$ cat src/include/frp_consts.svh
// constants of the flash readout and write protection block
// assumes inclusion by bare name from the design file, the checker and the bench
`ifndef FRP_CONSTS_SVH
`define FRP_CONSTS_SVH

// register word addresses
`define FRP_ADDR_LEVEL 8'h00
`define FRP_ADDR_BOOT 8'h04
`define FRP_ADDR_WRPA 8'h08
`define FRP_ADDR_WRPB 8'h0c
`define FRP_ADDR_WRPC 8'h10
`define FRP_ADDR_WRPD 8'h14
`define FRP_ADDR_SRAMWP 8'h18
`define FRP_ADDR_STATUS 8'h1c
`define FRP_ADDR_MASK 8'h20
`define FRP_ADDR_OPTKEY 8'h24

// level option encodings: lowest and highest each a single code, any other value the middle level
`define FRP_LVL_CODE0 8'haa
`define FRP_LVL_CODE2 8'hcc

// status bit positions
`define FRP_ST_WPERR 0
`define FRP_ST_RDERR 1
`define FRP_ST_ERASED 2
`define FRP_ST_OPTERR 3

// page sizes as address shifts
`define FRP_SHIFT_2K 11
`define FRP_SHIFT_4K 12
`define FRP_SHIFT_1K 10

// reset values
`define FRP_RST_WRP 32'h000000ff
`define FRP_RST_ZERO 32'h00000000

`endif

$ cat src/include/frp_pkg.sv
// types of the flash readout and write protection block
// assumes the constants header is on the include path
package frp_pkg;
    typedef enum logic [1:0] {
        FRP_LVL0,
        FRP_LVL1,
        FRP_LVL2
    } frp_level_t;

    typedef enum logic [1:0] {
        FRP_BOOT_FLASH,
        FRP_BOOT_SRAM,
        FRP_BOOT_LOADER
    } frp_boot_t;

    typedef enum logic [1:0] {
        FRP_VAR_DUAL,
        FRP_VAR_SELECT,
        FRP_VAR_SMALL
    } frp_variant_t;

    typedef enum logic [1:0] {
        FRP_ER_IDLE,
        FRP_ER_RUN,
        FRP_ER_DONE
    } frp_erase_t;
endpackage

$ cat src/rtl/frp_protect.sv
// flash readout / write protection and secondary sram page write protection
// assumes bus masters and the flash controller share clk; reads answer one cycle later
//
// Design decisions made here: the address map and the address-and-strobe port.
`timescale 1ns/100ps
`default_nettype none
`include "frp_consts.svh"

// Functional notes
// (RULE1) three levels, lowest opens everything
// (RULE2) middle level blocks debug and nonflash boot
// (RULE3) flash boot keeps full user access
// (RULE4) lowering to lowest erases flash, sram, backup
// (RULE5) covers flash, backup, sram; options at highest
// (RULE6) highest freezes every option byte
// (RULE7) highest disables debug, trace, boundary scan; only debugEnable and traceEnable here, no boundary scan output
// (RULE8) highest refuses sram and loader boot
// (RULE9) highest level can never be left
// (RULE10) dual variant: two areas per bank, 2k
// (RULE11) single bank mode: four areas, 4k
// (RULE12) dual bank mode: two per bank, 2k
// (RULE13) small variant: two areas, 2k
// (RULE14) program or erase in area rejected, flagged
// (RULE15) mass erase refused if any protected page
// (RULE16) secondary sram 1k pages, 32-bit register
// (RULE17) sram protect bits clear only by reset
// (RULE18) core coupled sram 1k segments, size parameter
// (RULE19) level decoded at reset, held till reload
module frp_protect import frp_pkg::*; #(
    parameter frp_variant_t VARIANT = FRP_VAR_SELECT,
    parameter int SRAM_PAGES = 32,
    parameter int ERASE_CYCLES = 64
) (
    // clock and reset
    input wire logic clk,
    input wire logic rst,
    // register port
    input wire logic [7:0] regAddr,
    input wire logic [31:0] regWdata,
    input wire logic regWr,
    input wire logic regRd,
    output logic [31:0] regRdata,
    // option inputs from the option store
    input wire logic [7:0] optLevelByte,
    input wire logic optReload,
    input wire logic [1:0] bootMode,
    input wire logic dualBankSelect,
    // memory access check from the bus matrix
    input wire logic accValid,
    input wire logic accDebug,
    input wire logic accWrite,
    input wire logic [1:0] accTarget,
    output logic accBusError,
    // flash program / erase check from the flash controller
    input wire logic flashOpValid,
    input wire logic flashOpMass,
    input wire logic flashOpBank,
    input wire logic [19:0] flashOpAddr,
    output logic flashOpReject,
    // secondary sram write check
    input wire logic sramWrValid,
    input wire logic [14:0] sramWrAddr,
    output logic sramWrReject,
    // protection outputs
    output logic [1:0] readoutProtectionLevel,
    output logic debugEnable,
    output logic traceEnable,
    output logic bootRefused,
    output logic massEraseActive,
    output logic irq
);
    // ***************************************************
    // level decode
    // ***************************************************
    frp_level_t level;
    logic loaded;
    frp_level_t optLevel;
    logic reloadSeen;

    always_comb begin
        if (optLevelByte == `FRP_LVL_CODE0) begin
            optLevel = FRP_LVL0;
        end else if (optLevelByte == `FRP_LVL_CODE2) begin
            optLevel = FRP_LVL2;
        end else begin
            optLevel = FRP_LVL1;
        end
    end

    // option write request from software: register holds the pending byte
    logic [7:0] pendLevel;
    logic optWriteOk;
    logic optWriteHit;
    assign optWriteHit = regWr && (regAddr == `FRP_ADDR_OPTKEY);
    assign optWriteOk = optWriteHit && (level != FRP_LVL2); // see (RULE6)

    // level loaded on reset release and on reload; a reload never lowers highest
    always_ff @(posedge clk) begin
        if (rst) begin
            level <= FRP_LVL1;
            loaded <= 1'b0;
            reloadSeen <= 1'b0;
        end else begin
            reloadSeen <= optReload;
            if (!loaded || (optReload && !reloadSeen)) begin // see (RULE19)
                loaded <= 1'b1;
                if (level != FRP_LVL2 || !loaded) begin // see (RULE9)
                    level <= optLevel; // see (RULE1)
                end
            end
        end
    end

    // ***************************************************
    // regression erase sequence
    // ***************************************************
    frp_erase_t eraseState;
    logic [15:0] eraseCount;
    logic eraseDone;

    always_ff @(posedge clk) begin
        if (rst) begin
            eraseState <= FRP_ER_IDLE;
            eraseCount <= 16'h0000;
        end else begin
            case (eraseState)
                FRP_ER_IDLE: begin
                    if (optWriteOk && level == FRP_LVL1 &&
                        regWdata[7:0] == `FRP_LVL_CODE0) begin // see (RULE4)
                        eraseState <= FRP_ER_RUN;
                        eraseCount <= 16'(ERASE_CYCLES - 1);
                    end
                end
                FRP_ER_RUN: begin
                    if (eraseCount == 16'h0000) begin
                        eraseState <= FRP_ER_DONE;
                    end else begin
                        eraseCount <= eraseCount - 16'h0001;
                    end
                end
                FRP_ER_DONE: begin
                    eraseState <= FRP_ER_IDLE;
                end
                default: begin
                    eraseState <= FRP_ER_IDLE;
                end
            endcase
        end
    end
    // erase covers main flash, secondary sram and backup registers together
    assign massEraseActive = (eraseState == FRP_ER_RUN); // see (RULE4)
    assign eraseDone = (eraseState == FRP_ER_DONE);

    always_ff @(posedge clk) begin
        if (rst) begin
            pendLevel <= 8'h00;
        end else if (optWriteOk && eraseState == FRP_ER_IDLE) begin
            pendLevel <= regWdata[7:0];
        end
    end

    // ***************************************************
    // access gating
    // ***************************************************
    logic untrusted;
    logic protLevel;
    assign untrusted = accDebug || (bootMode != FRP_BOOT_FLASH); // see (RULE3)
    assign protLevel = (level != FRP_LVL0); // see (RULE2)

    // target 0 flash, 1 secondary sram, 2 backup, 3 option bytes
    always_comb begin
        accBusError = 1'b0;
        if (accValid && untrusted) begin
            if (accTarget == 2'd3) begin
                accBusError = (level == FRP_LVL2) ||
                    (accWrite && level == FRP_LVL2); // see (RULE5)
            end else begin
                accBusError = protLevel || massEraseActive; // see (RULE5)
            end
        end
    end

    assign debugEnable = (level != FRP_LVL2); // see (RULE7)
    assign traceEnable = (level != FRP_LVL2); // see (RULE7)
    assign bootRefused = (level == FRP_LVL2) &&
        (bootMode != FRP_BOOT_FLASH); // see (RULE8)
    assign readoutProtectionLevel = level;

    // ***************************************************
    // flash write protected areas
    // ***************************************************
    // each area: start page [7:0], end page [23:16]; start > end disables it
    logic [31:0] wrpArea [4];
    logic [3:0] areaHit;
    logic [3:0] areaLive;
    logic [7:0] opPage;
    logic [1:0] areaCount;
    logic singleBank;

    always_ff @(posedge clk) begin
        if (rst) begin
            for (int i = 0; i < 4; i++) begin
                wrpArea[i] <= `FRP_RST_WRP;
            end
        end else if (regWr && level != FRP_LVL2) begin // see (RULE6)
            for (int i = 0; i < 4; i++) begin
                if (regAddr == 8'(`FRP_ADDR_WRPA + 4 * i)) begin
                    wrpArea[i] <= regWdata;
                end
            end
        end
    end

    assign singleBank = (VARIANT == FRP_VAR_SMALL) ||
        (VARIANT == FRP_VAR_SELECT && !dualBankSelect);

    // page index: 4k pages in selectable single bank mode, 2k elsewhere
    always_comb begin
        if (VARIANT == FRP_VAR_SELECT && !dualBankSelect) begin
            opPage = flashOpAddr[`FRP_SHIFT_4K +: 8]; // see (RULE11)
        end else begin
            opPage = flashOpAddr[`FRP_SHIFT_2K +: 8]; // see (RULE10) (RULE12) (RULE13)
        end
    end

    generate
        for (genvar g = 0; g < 4; g++) begin : gArea
            // areas 0,1 bank one, 2,3 bank two; single bank select uses all four
            logic inUse;
            logic bankMatch;
            always_comb begin
                if (VARIANT == FRP_VAR_SMALL) begin
                    inUse = (g < 2); // see (RULE13)
                end else begin
                    inUse = 1'b1; // see (RULE10) (RULE11) (RULE12)
                end
                if (singleBank) begin
                    bankMatch = 1'b1;
                end else begin
                    bankMatch = (flashOpBank == (g >= 2));
                end
            end
            assign areaLive[g] = inUse &&
                (wrpArea[g][7:0] <= wrpArea[g][23:16]);
            assign areaHit[g] = areaLive[g] && bankMatch &&
                (opPage >= wrpArea[g][7:0]) && (opPage <= wrpArea[g][23:16]);
        end
    endgenerate

    assign areaCount = 2'(areaLive[0] + areaLive[1] + areaLive[2] + areaLive[3]);

    always_comb begin
        if (!flashOpValid) begin
            flashOpReject = 1'b0;
        end else if (flashOpMass) begin
            flashOpReject = (areaLive != 4'h0) || (areaCount != 2'd0 && 1'b0); // see (RULE15)
        end else begin
            flashOpReject = (areaHit != 4'h0); // see (RULE14)
        end
    end

    // ***************************************************
    // secondary sram page protection
    // ***************************************************
    logic [31:0] sramProtect;
    logic [9:0] sramPage;
    assign sramPage = 10'(sramWrAddr >> `FRP_SHIFT_1K);

    always_ff @(posedge clk) begin
        if (rst) begin
            sramProtect <= `FRP_RST_ZERO; // see (RULE17)
        end else if (regWr && regAddr == `FRP_ADDR_SRAMWP) begin
            // bits only ever set: a write of zero leaves them alone
            sramProtect <= sramProtect | (regWdata &
                ((SRAM_PAGES >= 32) ? 32'hffffffff :
                32'((64'h1 << SRAM_PAGES) - 64'h1))); // see (RULE16) (RULE17) (RULE18)
        end
    end

    assign sramWrReject = sramWrValid && (sramPage < 10'(SRAM_PAGES)) &&
        sramProtect[sramPage[4:0]]; // see (RULE16) (RULE18)

    // ***************************************************
    // status, mask and interrupt
    // ***************************************************
    logic [3:0] status;
    logic [3:0] mask;
    logic [3:0] events;
    logic statusRead;

    assign events[`FRP_ST_WPERR] = flashOpReject || sramWrReject; // see (RULE14) (RULE15)
    assign events[`FRP_ST_RDERR] = accBusError;
    assign events[`FRP_ST_ERASED] = eraseDone;
    assign events[`FRP_ST_OPTERR] = optWriteHit && !optWriteOk; // see (RULE6)
    assign statusRead = regRd && regAddr == `FRP_ADDR_STATUS;

    // an event in the clearing cycle is kept
    always_ff @(posedge clk) begin
        if (rst) begin
            status <= 4'h0;
        end else if (statusRead) begin
            status <= events;
        end else begin
            status <= status | events;
        end
    end

    always_ff @(posedge clk) begin
        if (rst) begin
            mask <= 4'h0;
        end else if (regWr && regAddr == `FRP_ADDR_MASK) begin
            mask <= regWdata[3:0];
        end
    end

    assign irq = |(status & mask);

    // ***************************************************
    // register read
    // ***************************************************
    always_ff @(posedge clk) begin
        if (rst) begin
            regRdata <= `FRP_RST_ZERO;
        end else if (regRd) begin
            case (regAddr)
                `FRP_ADDR_LEVEL: regRdata <= {30'h0, level};
                `FRP_ADDR_BOOT: regRdata <= {29'h0, dualBankSelect, bootMode};
                `FRP_ADDR_WRPA: regRdata <= wrpArea[0];
                `FRP_ADDR_WRPB: regRdata <= wrpArea[1];
                `FRP_ADDR_WRPC: regRdata <= wrpArea[2];
                `FRP_ADDR_WRPD: regRdata <= wrpArea[3];
                `FRP_ADDR_SRAMWP: regRdata <= sramProtect;
                `FRP_ADDR_STATUS: regRdata <= {28'h0, status};
                `FRP_ADDR_MASK: regRdata <= {28'h0, mask};
                `FRP_ADDR_OPTKEY: regRdata <= {24'h0, pendLevel};
                default: regRdata <= `FRP_RST_ZERO;
            endcase
        end
    end
endmodule // frp_protect

`default_nettype wire

$ cat config.mk
export PLATFORM = sky130hd
export DESIGN_NAME = frp_protect
export DESIGN_NICKNAME = d
export VERILOG_FILES = /design/src/include/frp_pkg.sv /design/src/rtl/frp_protect.sv
export VERILOG_INCLUDE_DIRS = /design/src /design/src/include
export SDC_FILE = /design/constraint.sdc
export NUM_CORES = 1
export LEC_CHECK = 0
export ABC_AREA = 1
export CAP_MARGIN = 15
export CELL_PAD_IN_SITES_DETAIL_PLACEMENT = 0
export CELL_PAD_IN_SITES_GLOBAL_PLACEMENT = 1
export CORE_ASPECT_RATIO = 0.8
export CORE_MARGIN = 10
export CORE_UTILIZATION = 43
export CTS_BUF_LIST = sky130_fd_sc_hd__clkbuf_8 sky130_fd_sc_hd__clkbuf_16
export CTS_CLUSTER_DIAMETER = 50
export DETAILED_ROUTE_END_ITERATION = 10
export DONT_BUFFER_PORTS = 1
export GPL_TIMING_DRIVEN = 0
export PLACE_DENSITY_LB_ADDON = 0.1
export SYNTH_ARGS = -nofsm -noshare
export SYNTH_HDL_FRONTEND = slang
export SYNTH_SLANG_ARGS = --single-unit
export TNS_END_PERCENT = 5
$ cat constraint.sdc
create_clock -name clk -period 4.03 [get_ports clk]
set_input_delay 0.403 -clock clk [delete_from_list [all_inputs] [get_ports clk]]
set_output_delay 0.403 -clock clk [all_outputs]
set_load 0.01 [all_outputs]
==> results of run 1 <==
-- cell type report --
type,count,area (sq um)
fill,2795,14100
sequential,230,5890
multi-input combinational,1030,5480
inverter,222,833
clock buffer,34,783
tap,370,463
timing repair buffer,38,420
buffer,49,234
clock inverter,18,111
-- power by group through the flow --
stage	logic (W)	clock network (W)	registers (W)
after floorplan	0.000271	0	0.00257
after global placement	0.000391	0	0.00259
after detailed placement	0.000415	0	0.00258
after CTS	0.000447	0.00245	0.00253
after global routing	0.000509	0.00255	0.00253
final	0.000448	0.00244	0.00253
-- logic make-up after synthesis --
| group | Yosys count | share of synthesized area |
|---|---|---|
| multiplexers | 2 | 0.00172 |
| buffers and inverters | 271 | 0.0860 |
| flip-flops | 230 | 0.475 |
| AO/OA/AOI/OAI | 271 | 0.119 |
| adder cells (fa/ha/maj) | 97 | 0.0979 |
| AND/OR/NAND/NOR | 658 | 0.219 |
| XOR/XNOR | 2 | 0.00141 |
-- cell usage in the layout, fill, tap and decap left out, types with 14 or more instances in the layout --
cell type | Yosys | layout
a21oi_1 | 150 | 149
buf_2 | 19 | 22
clkbuf_1 | 25 | 24
clkbuf_16 | 0 | 28
dfxtp_1 | 102 | 102
dlygate4sd3_1 | 0 | 31
edfxtp_1 | 128 | 128
ha_1 | 97 | 97
inv_1 | 216 | 223
nand2_1 | 381 | 379
nand3_1 | 28 | 28
nand4_1 | 26 | 26
nor2_1 | 180 | 180
nor3_1 | 14 | 14
o21ai_0 | 63 | 61
o22ai_1 | 22 | 22
-- stage by stage --
stage                     instance area [sq um]  power [W]  cells
final                                     14200    0.00542   1991
after global placement                    12900    0.00298   1901
after floorplan                           12400    0.00285   1531
after CTS                                 14200    0.00543   1990
after global routing                      14200    0.00559   1991
after detailed placement                  13000    0.00300   1907
-- final timing paths --
path                            slack (ns)                       from               to
worst max register to register        1.55  readoutProtectionLevel[0]   wrpArea[3][26]
worst min-delay path                 0.008               regWdata[23]  sramProtect[23]
worst max-delay path                  0.45             dualBankSelect    flashOpReject
worst min register to register        0.47                  status[2]        status[2]
-- worst max-delay path, cell delays in order --
cell and delay, ns:
clkbuf_2 0.21, buf_1 0.29, a21oi_1 0.73, ha_1 0.38
a21oi_1 0.14, o21a_1 0.14, nand2_1 0.05, nand2_1 0.10
nand3_1 0.08, nand2_1 0.07, nand2_1 0.04, nand3_1 0.07
nand2_1 0.24, inv_1 0.21
-- cells in the mapped netlist, types with 22 or more instances --
cell type  number  share of area
nand4_1        26          0.013
inv_1         216          0.065
o22ai_1        22          0.011
nand2_1       381           0.12
o21ai_0        63          0.025
dfxtp_1       102           0.16
edfxtp_1      128           0.31
nand3_1        28          0.011
nor2_1        180          0.055
a21oi_1       150          0.061
clkbuf_1       25         0.0076
ha_1           97          0.098
-- what timing repair did --
item | in CTS | in global routing
gates resized for setup | 1 | 3
hold endpoints to repair | 30 | 0
endpoints found under the setup margin | 1 | 1
hold buffers | 31 | 0
-- state kept, by name (all words and copies together), names as in the netlist --
name                    flops
eraseCount                 16
eraseState                  2
loaded                      1
mask                        4
pendLevel                   8
readoutProtectionLevel      2
regRdata                   32
reloadSeen                  1
sramProtect                32
status                      4
wrpArea                   128
-- layer usage --
metal,share of wire,wire length (um),up-vias,GRT usage
met3,0.097,4150,61,0.0640
met2,0.41,17400,418,0.335
met4,0.025,1060,0,0.0565
met5,0,0,-,0
met1,0.47,20300,4883,0.337
li1,-,-,5201,-
==> impl_metrics.csv, run 1 <==
group,metric,value,unit
status,status,"finished, final reports clean",
floorplanning,core,28400,sq um
power,ir_drop,0.333,mV
logic_synthesis,synthCells,1531,
logic_synthesis,async_reset_ff_frac,0,
power,swShare,0.255,
timing,fin_setup_tns,0,ns
global_route,track_usage,0.233,
cells_and_area,syn2layout_area_growth,14.6,%
timing,final_max_slew_viol_count,0,
detailed_routing,drt-vias-per-instance,5.31,
clocking,h-tree-depth,1,
critical_path,startpoint_type,"primary input",
floorplanning,die_h,172,um
power,power_density,381,nW/um^2
power,netSwitchingPower,0.00138,W
detailed_routing,drt.antenna.violating_nets,0,
detailed_routing,first_iter_violations,1050,
clocking,cts_buffer_depth,3,
cells_and_area,nNetsFinal,1796,
logic_synthesis,synth_edf_count,128,
power,pwr-share-comb,0.083,
timing,clock_skew,0.0296,ns
clocking,clock_latency,0.56,ns
detailed_routing,drtPass1Iterations,5,
power,p_int,0.00404,W
power,p_leak,6.25,nW
run,drv_cap,0,
logic_synthesis,synth-seq-area-share,0.475,
placement,pre_cts_ws,-0.0238,ns
critical_path,worstSetupEndpointType,"output port",
cells_and_area,drive_above_1_share,0.0635,
logic_synthesis,syn_nets,1728,
critical_path,critPathArrivalTime,3.18,ns
hold_path,hold-path-cell-count,2,
timing,fin_crit_sh,0.888,
clocking,path_clk_slew,0.06,ns
logic_synthesis,yosys.cell_types.count,47,
timing,finalCriticalPeriod,3.58,ns
power,seq_power_share,0.467,
timing,rsz0062_at_grt,"false",
floorplanning,fp-row-count,55,
detailed_routing,vias,10600,
timing,setup_viol,0,
clocking,cts_buffers,28,
critical_path,rr_worst_depth,9,
timing,slew_headroom,0.354,
timing,worst_pin_slew,0.964,ns
cells_and_area,diodes,0,
timing,timing.hold.ws,0.00844,ns
hold_path,hp-class,"primary input to flip-flop",
global_route,grt_overflow,0,
floorplanning,initial_core_util,0.437,
critical_path,worstPathRequired,3.63,ns
global_route,antenna_found_initial,1,
critical_path,crit_fanout,10,
timing,max_freq,279,MHz
timing,finalWorstSetupSlack,0.450,ns
detailed_routing,drt_wl_total,42900,um
power,clockPowerShare,0.450,
clocking,post_cts_buffers,0,
global_route,grt_first_pass_wirelength,63600,um
floorplanning,die-area,36100,sq um
cells_and_area,final_util,0.501,
clocking,tritoncts,"done",
detailed_routing,wl_per_cell,21.6,um
floorplanning,die_w,210,um
logic_synthesis,synth_area_per_cell,8.10,sq um
placement,place_congestion,0.920,
floorplanning,io_pins,142,
clocking,cts-root-buf,"clkbuf_16",
detailed_routing,drc,0,
clocking,cts.sinks,230,
placement,dp_hpwl,32600,um
logic_synthesis,syn_area,12400,sq um
placement,numPortBuffers,0,
logic_synthesis,synth_seq_cells,230,
logic_synthesis,yosysWarnings,0,
timing,hold_viol_final,0,
critical_path,path_class,"primary input to output port",
global_route,grt_max_degree,25,
global_route,grt_pass1_vias,10100,
logic_synthesis,synthFlopType,"edfxtp_1",
(Power assumes the default switching activity.)
==> inputs of run 2 (changes only) <==
Settings changed: CORE_UTILIZATION 43 to 48.
Clock period 4.03 ns to 3.3 ns, I/O delays scaled along.
==> impl_metrics.csv, run 2 (synthesized netlist as in run 1, its figures left out) <==
group,metric,value,unit
critical_path,worstSetupEndpoint,"flashOpReject",
critical_path,crit_fanout,17,
cells_and_area,fin_cells,1950,
critical_path,startpoint_type,"primary input",
detailed_routing,drt-vias-per-instance,5.50,
critical_path,crit_path_cell_trace,"buf_2 > nor2_1 > a21oi_2 > ha_1 > a21oi_1 > o21a_1 > nand2_1 > nand2_1 > nand3_1 > nand2_1 > nand2_1 > nand3_1 > nand2_1 > inv_1",
timing,setup_viol,0,
floorplanning,io_pins,142,
critical_path,crit_slowest_cell,"a21oi_2",
cells_and_area,multi_input_area,5510,sq um
floorplanning,die-area,32700,sq um
hold_path,hp-start,"regWdata[31]",
clocking,cts-root-buf,"clkbuf_16",
global_route,grt_overflow,0,
detailed_routing,drc,0,
power,ir_drop,0.385,mV
clocking,clock_latency,0.56,ns
critical_path,critPathMaxStageDelay,0.40,ns
critical_path,crit_top_cell,"nand2_1",
placement,place_congestion,0.932,
clocking,tritoncts,"done",
critical_path,startpoint,"dualBankSelect",
clocking,h-tree-depth,1,
cells_and_area,syn2layout_area_growth,15.2,%
clocking,cts.sinks,230,
power,power_density,470,nW/um^2
timing,max_freq,321,MHz
cells_and_area,nNetsFinal,1800,
global_route,grt_first_pass_wirelength,62100,um
critical_path,worst-path-buf-inv,2,
clocking,cts_buffer_depth,3,
cells_and_area,reg_top3,"wrpArea: 128 flops, regRdata: 32 flops, sramProtect: 32 flops",
placement,dp_hpwl,31500,um
timing,timing.hold.ws,0.0258,ns
timing,fin_crit_sh,0.944,
timing,rsz0062_at_grt,"false",
cells_and_area,drive_above_1_share,0.0628,
global_route,antenna_found_initial,1,
timing,clock_skew,0.0305,ns
power,p_leak,6.30,nW
hold_path,hp-class,"primary input to flip-flop",
floorplanning,die_w,200,um
cells_and_area,layout.cells.most_common_list,"379 x nand2_1, 225 x inv_1, 180 x nor2_1",
timing,final_max_slew_viol_count,0,
critical_path,worstPathRequired,2.97,ns
floorplanning,initial_core_util,0.489,
critical_path,critical_path_depth,14,
critical_path,timing.rr.start,"readoutProtectionLevel[0]",
placement,numPortBuffers,0,
detailed_routing,vias,10700,
critical_path,path_class,"primary input to output port",
detailed_routing,wl_per_cell,21.6,um
critical_path,regToRegSetupSlack,0.83,ns
global_route,grt_max_degree,22,
timing,worst_pin_slew,0.971,ns
floorplanning,core,25400,sq um
clocking,path_clk_slew,0.06,ns
critical_path,cpLargestDelayFamily,"simple AND/OR/NAND/NOR gates",
floorplanning,fp-row-count,52,
detailed_routing,drt_wl_total,42100,um
cells_and_area,seq_area,5890,sq um
cells_and_area,final_area,14300,sq um
clocking,cts_buffers,28,
timing,finalCriticalPeriod,3.12,ns
placement,place_inst,1861,
floorplanning,die_h,164,um
detailed_routing,first_iter_violations,1076,
status,status,"finished, final reports clean",
critical_path,rr_worst_depth,9,
placement,placed_area,12900,sq um
detailed_routing,drtPass1Iterations,5,
critical_path,critPathArrivalTime,2.79,ns
cells_and_area,fill_cells,2336,
global_route,grt_pass1_vias,10100,
cells_and_area,final_common_cell,"nand2_1",
critical_path,worstSetupEndpointType,"output port",
run,drv_cap,0,
cells_and_area,largest_reg_flops,128,
cells_and_area,largest_register,"wrpArea",
timing,fin_setup_tns,0,ns
detailed_routing,drt.antenna.violating_nets,0,
global_route,track_usage,0.253,
timing,hold_viol_final,0,
timing,slew_headroom,0.349,
critical_path,reg2reg_to,"wrpArea[2][20]",
-- run 2: routing by layer --
| metal | global-route usage | wire length (um) | vias up |
|---|---|---|---|
| li1 | - | - | 5199 |
| met1 | 0.371 | 19000 | 4974 |
| met2 | 0.376 | 17900 | 495 |
| met3 | 0.0556 | 4590 | 50 |
| met4 | 0.0481 | 675 | 0 |
| met5 | 0 | 0 | - |
-- run 2: cell type report --
cell class | instances | area share
Sequential cell | 230 | 0.412
Clock buffer | 33 | 0.0555
Antenna cell | 1 | 0.000175
Multi-Input combinational cell | 1030 | 0.386
Clock inverter | 19 | 0.00964
Buffer | 48 | 0.0161
Timing Repair Buffer | 43 | 0.0340
Tap cell | 324 | 0.0284
Inverter | 222 | 0.0584
-- run 2: report_power, final --
part,internal [W],switching (W)
clock,0.00180,0.00127
combinational,0.000187,0.000374
sequential,0.00306,0.0000273
total,0.00505,0.00167
-- run 2: worst min path at each step --
stage,endpoint,slack (ns),depth (start not counted)
floorplan,eraseState[1],0.44,1
global placement,eraseState[1],0.45,1
detailed placement,eraseCount[9],0.46,1
CTS,wrpArea[1][31],0.02,2
global route,wrpArea[3][31],0.03,2
finish,wrpArea[1][31],0.03,2
-- run 2: repair_timing --
item | 4_1_cts | 5_1_grt
setup endpoints to repair | 1 | 1
cloned | 0 | 0
hold endpoints to repair | 40 | 0
buffers inserted | 0 | 0
gates resized for setup | 6 | 5
hold buffers | 37 | 0
-- run 2: metrics by stage --
step           utilization  power [W]  worst slack (ns)
5_1_grt              0.563    0.00691            0.0373
3_3_place_gp         0.505    0.00363             -2.93
3_5_place_dp         0.510    0.00366            -0.540
2_1_floorplan            -    0.00347            -0.519
6_report             0.563    0.00672             0.184
4_1_cts              0.562    0.00671            0.0898
==> inputs of run 3 (changes only) <==
Settings changed: PLACE_DENSITY set to 0.89, PLACE_DENSITY_LB_ADDON 0.1 to not set, RECOVER_POWER set to 50.
==> impl_metrics.csv, run 3 (synthesized netlist as in run 1, its figures left out) <==
group,metric,value,unit
power,ir_drop,0.389,mV
clocking,cts-root-buf,"clkbuf_16",
placement,numPortBuffers,0,
clocking,tritoncts,"done",
critical_path,critical_path_depth,15,
critical_path,worstSetupEndpoint,"flashOpReject",
critical_path,crit_fanout,10,
critical_path,regToRegSetupSlack,0.32,ns
detailed_routing,wl_per_cell,21.3,um
critical_path,rr_worst_depth,7,
clocking,cts_buffers,25,
cells_and_area,layout.cells.most_common_list,"382 x nand2_1, 224 x inv_1, 184 x nor2_1",
critical_path,cpLargestDelayFamily,"simple AND/OR/NAND/NOR gates",
cells_and_area,largest_register,"wrpArea",
power,power_density,463,nW/um^2
power,p_leak,6.18,nW
clocking,cts.sinks,230,
detailed_routing,drtPass1Iterations,5,
detailed_routing,drt_wl_total,41500,um
timing,slew_headroom,0.0287,
floorplanning,die_h,164,um
cells_and_area,largest_reg_flops,128,
placement,dp_hpwl,30800,um
critical_path,crit_top_cell,"nand2_1",
global_route,track_usage,0.248,
detailed_routing,drt.antenna.violating_nets,0,
critical_path,reg2reg_to,"wrpArea[0][16]",
clocking,clock_latency,0.54,ns
placement,place_congestion,0.929,
cells_and_area,nNetsFinal,1798,
timing,setup_viol,0,
critical_path,critPathArrivalTime,2.86,ns
global_route,grt_overflow,0,
clocking,post_cts_buffers,0,
timing,timing.hold.ws,0.0448,ns
timing,finalCriticalPeriod,3.19,ns
clocking,cts_buffer_depth,3,
timing,fin_setup_tns,0,ns
critical_path,worstSetupEndpointType,"output port",
timing,max_freq,314,MHz
global_route,antenna_found_initial,1,
floorplanning,die_w,200,um
hold_path,hold-path-cell-count,2,
timing,clock_skew,0.0180,ns
detailed_routing,drc,0,
timing,rsz0062_at_grt,"false",
cells_and_area,fill_cells,2397,
critical_path,critPathMaxStageDelay,0.29,ns
critical_path,crit_path_cell_trace,"clkbuf_2 > buf_4 > o21ai_1 > buf_2 > ha_1 > nand2_1 > nor2_1 > nand4_1 > nand2_1 > nand3_1 > nand2_1 > nand2_1 > nand3_1 > nand2_1 > inv_1",
floorplanning,die-area,32700,sq um
clocking,h-tree-depth,1,
detailed_routing,drt-vias-per-instance,5.61,
cells_and_area,diodes,0,
global_route,grt_max_degree,33,
floorplanning,initial_core_util,0.489,
clocking,path_clk_slew,0.06,ns
timing,worst_pin_slew,1.45,ns
floorplanning,core,25400,sq um
critical_path,worst-path-buf-inv,4,
detailed_routing,first_iter_violations,1156,
global_route,grt_pass1_vias,10300,
critical_path,startpoint,"dualBankSelect",
global_route,grt_first_pass_wirelength,61200,um
critical_path,worstPathRequired,2.97,ns
cells_and_area,reg_top3,"wrpArea: 128 flops, regRdata: 32 flops, sramProtect: 32 flops",
critical_path,startpoint_type,"primary input",
critical_path,path_class,"primary input to output port",
floorplanning,fp-row-count,52,
hold_path,hp-class,"primary input to flip-flop",
cells_and_area,drive_above_1_share,0.0475,
timing,finalWorstSetupSlack,0.110,ns
status,status,"finished, final reports clean",
run,drv_cap,0,
critical_path,crit_slowest_cell,"ha_1",
timing,hold_viol_final,0,
critical_path,timing.rr.start,"readoutProtectionLevel[0]",
detailed_routing,vias,10900,
timing,final_max_slew_viol_count,0,
timing,fin_crit_sh,0.967,
floorplanning,io_pins,142,
cells_and_area,final_common_cell,"nand2_1",
placement,pre_cts_ws,-0.584,ns
cells_and_area,syn2layout_area_growth,13.4,%
## run 3: cell count changes in the layout (fill, tap and decap cells not counted), sizes merged
cell      change
diode         -1
buf           -9
clkinvlp      +1
inv           -3
clkbuf        +4
bufinv        +2
## run 3: routing by layer
| metal | global-route usage | part of all wire |
|---|---|---|
| met1 | 0.347 | 0.43 |
| met2 | 0.377 | 0.43 |
| met3 | 0.0642 | 0.11 |
| met4 | 0.0522 | 0.020 |
| met5 | 0 | 0 |
## run 3: timing repair
item                                    CTS  global route
resized for setup                         6             7
hold buffers                             37             0
pin swaps                                 0             0
endpoints found under the setup margin    1             1
gates cloned                              0             0
endpoints found under the hold margin    39             0
## run 3: how the worst min path moves through the flow
stage               slack [ns]        endpoint     startpoint
floorplan                 0.44   eraseState[1]  eraseState[1]
global placement          0.45   eraseState[1]  eraseState[1]
detailed placement        0.46       status[2]      status[2]
CTS                       0.04  wrpArea[3][10]   regWdata[10]
global route              0.04  wrpArea[0][10]   regWdata[10]
finish                    0.04   wrpArea[1][8]    regWdata[8]
## run 3: where the power goes
group	internal (W)	switching [W]
combinational	0.000181	0.000369
clock	0.00168	0.00119
sequential	0.00306	0.0000283
## run 3: layout make-up
cell class | count | area (sq um) | share of cell area
repair buffers | 43 | 453 | 0.0322
clock inverters | 19 | 191 | 0.0136
multi-input cells | 1030 | 5430 | 0.386
inverters | 222 | 833 | 0.0593
well taps | 324 | 405 | 0.0288
clock buffers | 27 | 653 | 0.0465
flip-flops and latches | 230 | 5890 | 0.419
plain buffers | 49 | 205 | 0.0146
## run 3: through the flow
step / std cells / utilization / total power [W] / instance area, sq um
finish: 1944 / 0.554 / 0.00651 / 14100
global route: 1944 / 0.554 / 0.00669 / 14100
CTS: 1944 / 0.557 / 0.00649 / 14100
detailed placement: 1861 / 0.509 / 0.00365 / 12900
global placement: 1855 / 0.505 / 0.00362 / 12800
floorplan: 1531 / - / 0.00347 / 12400
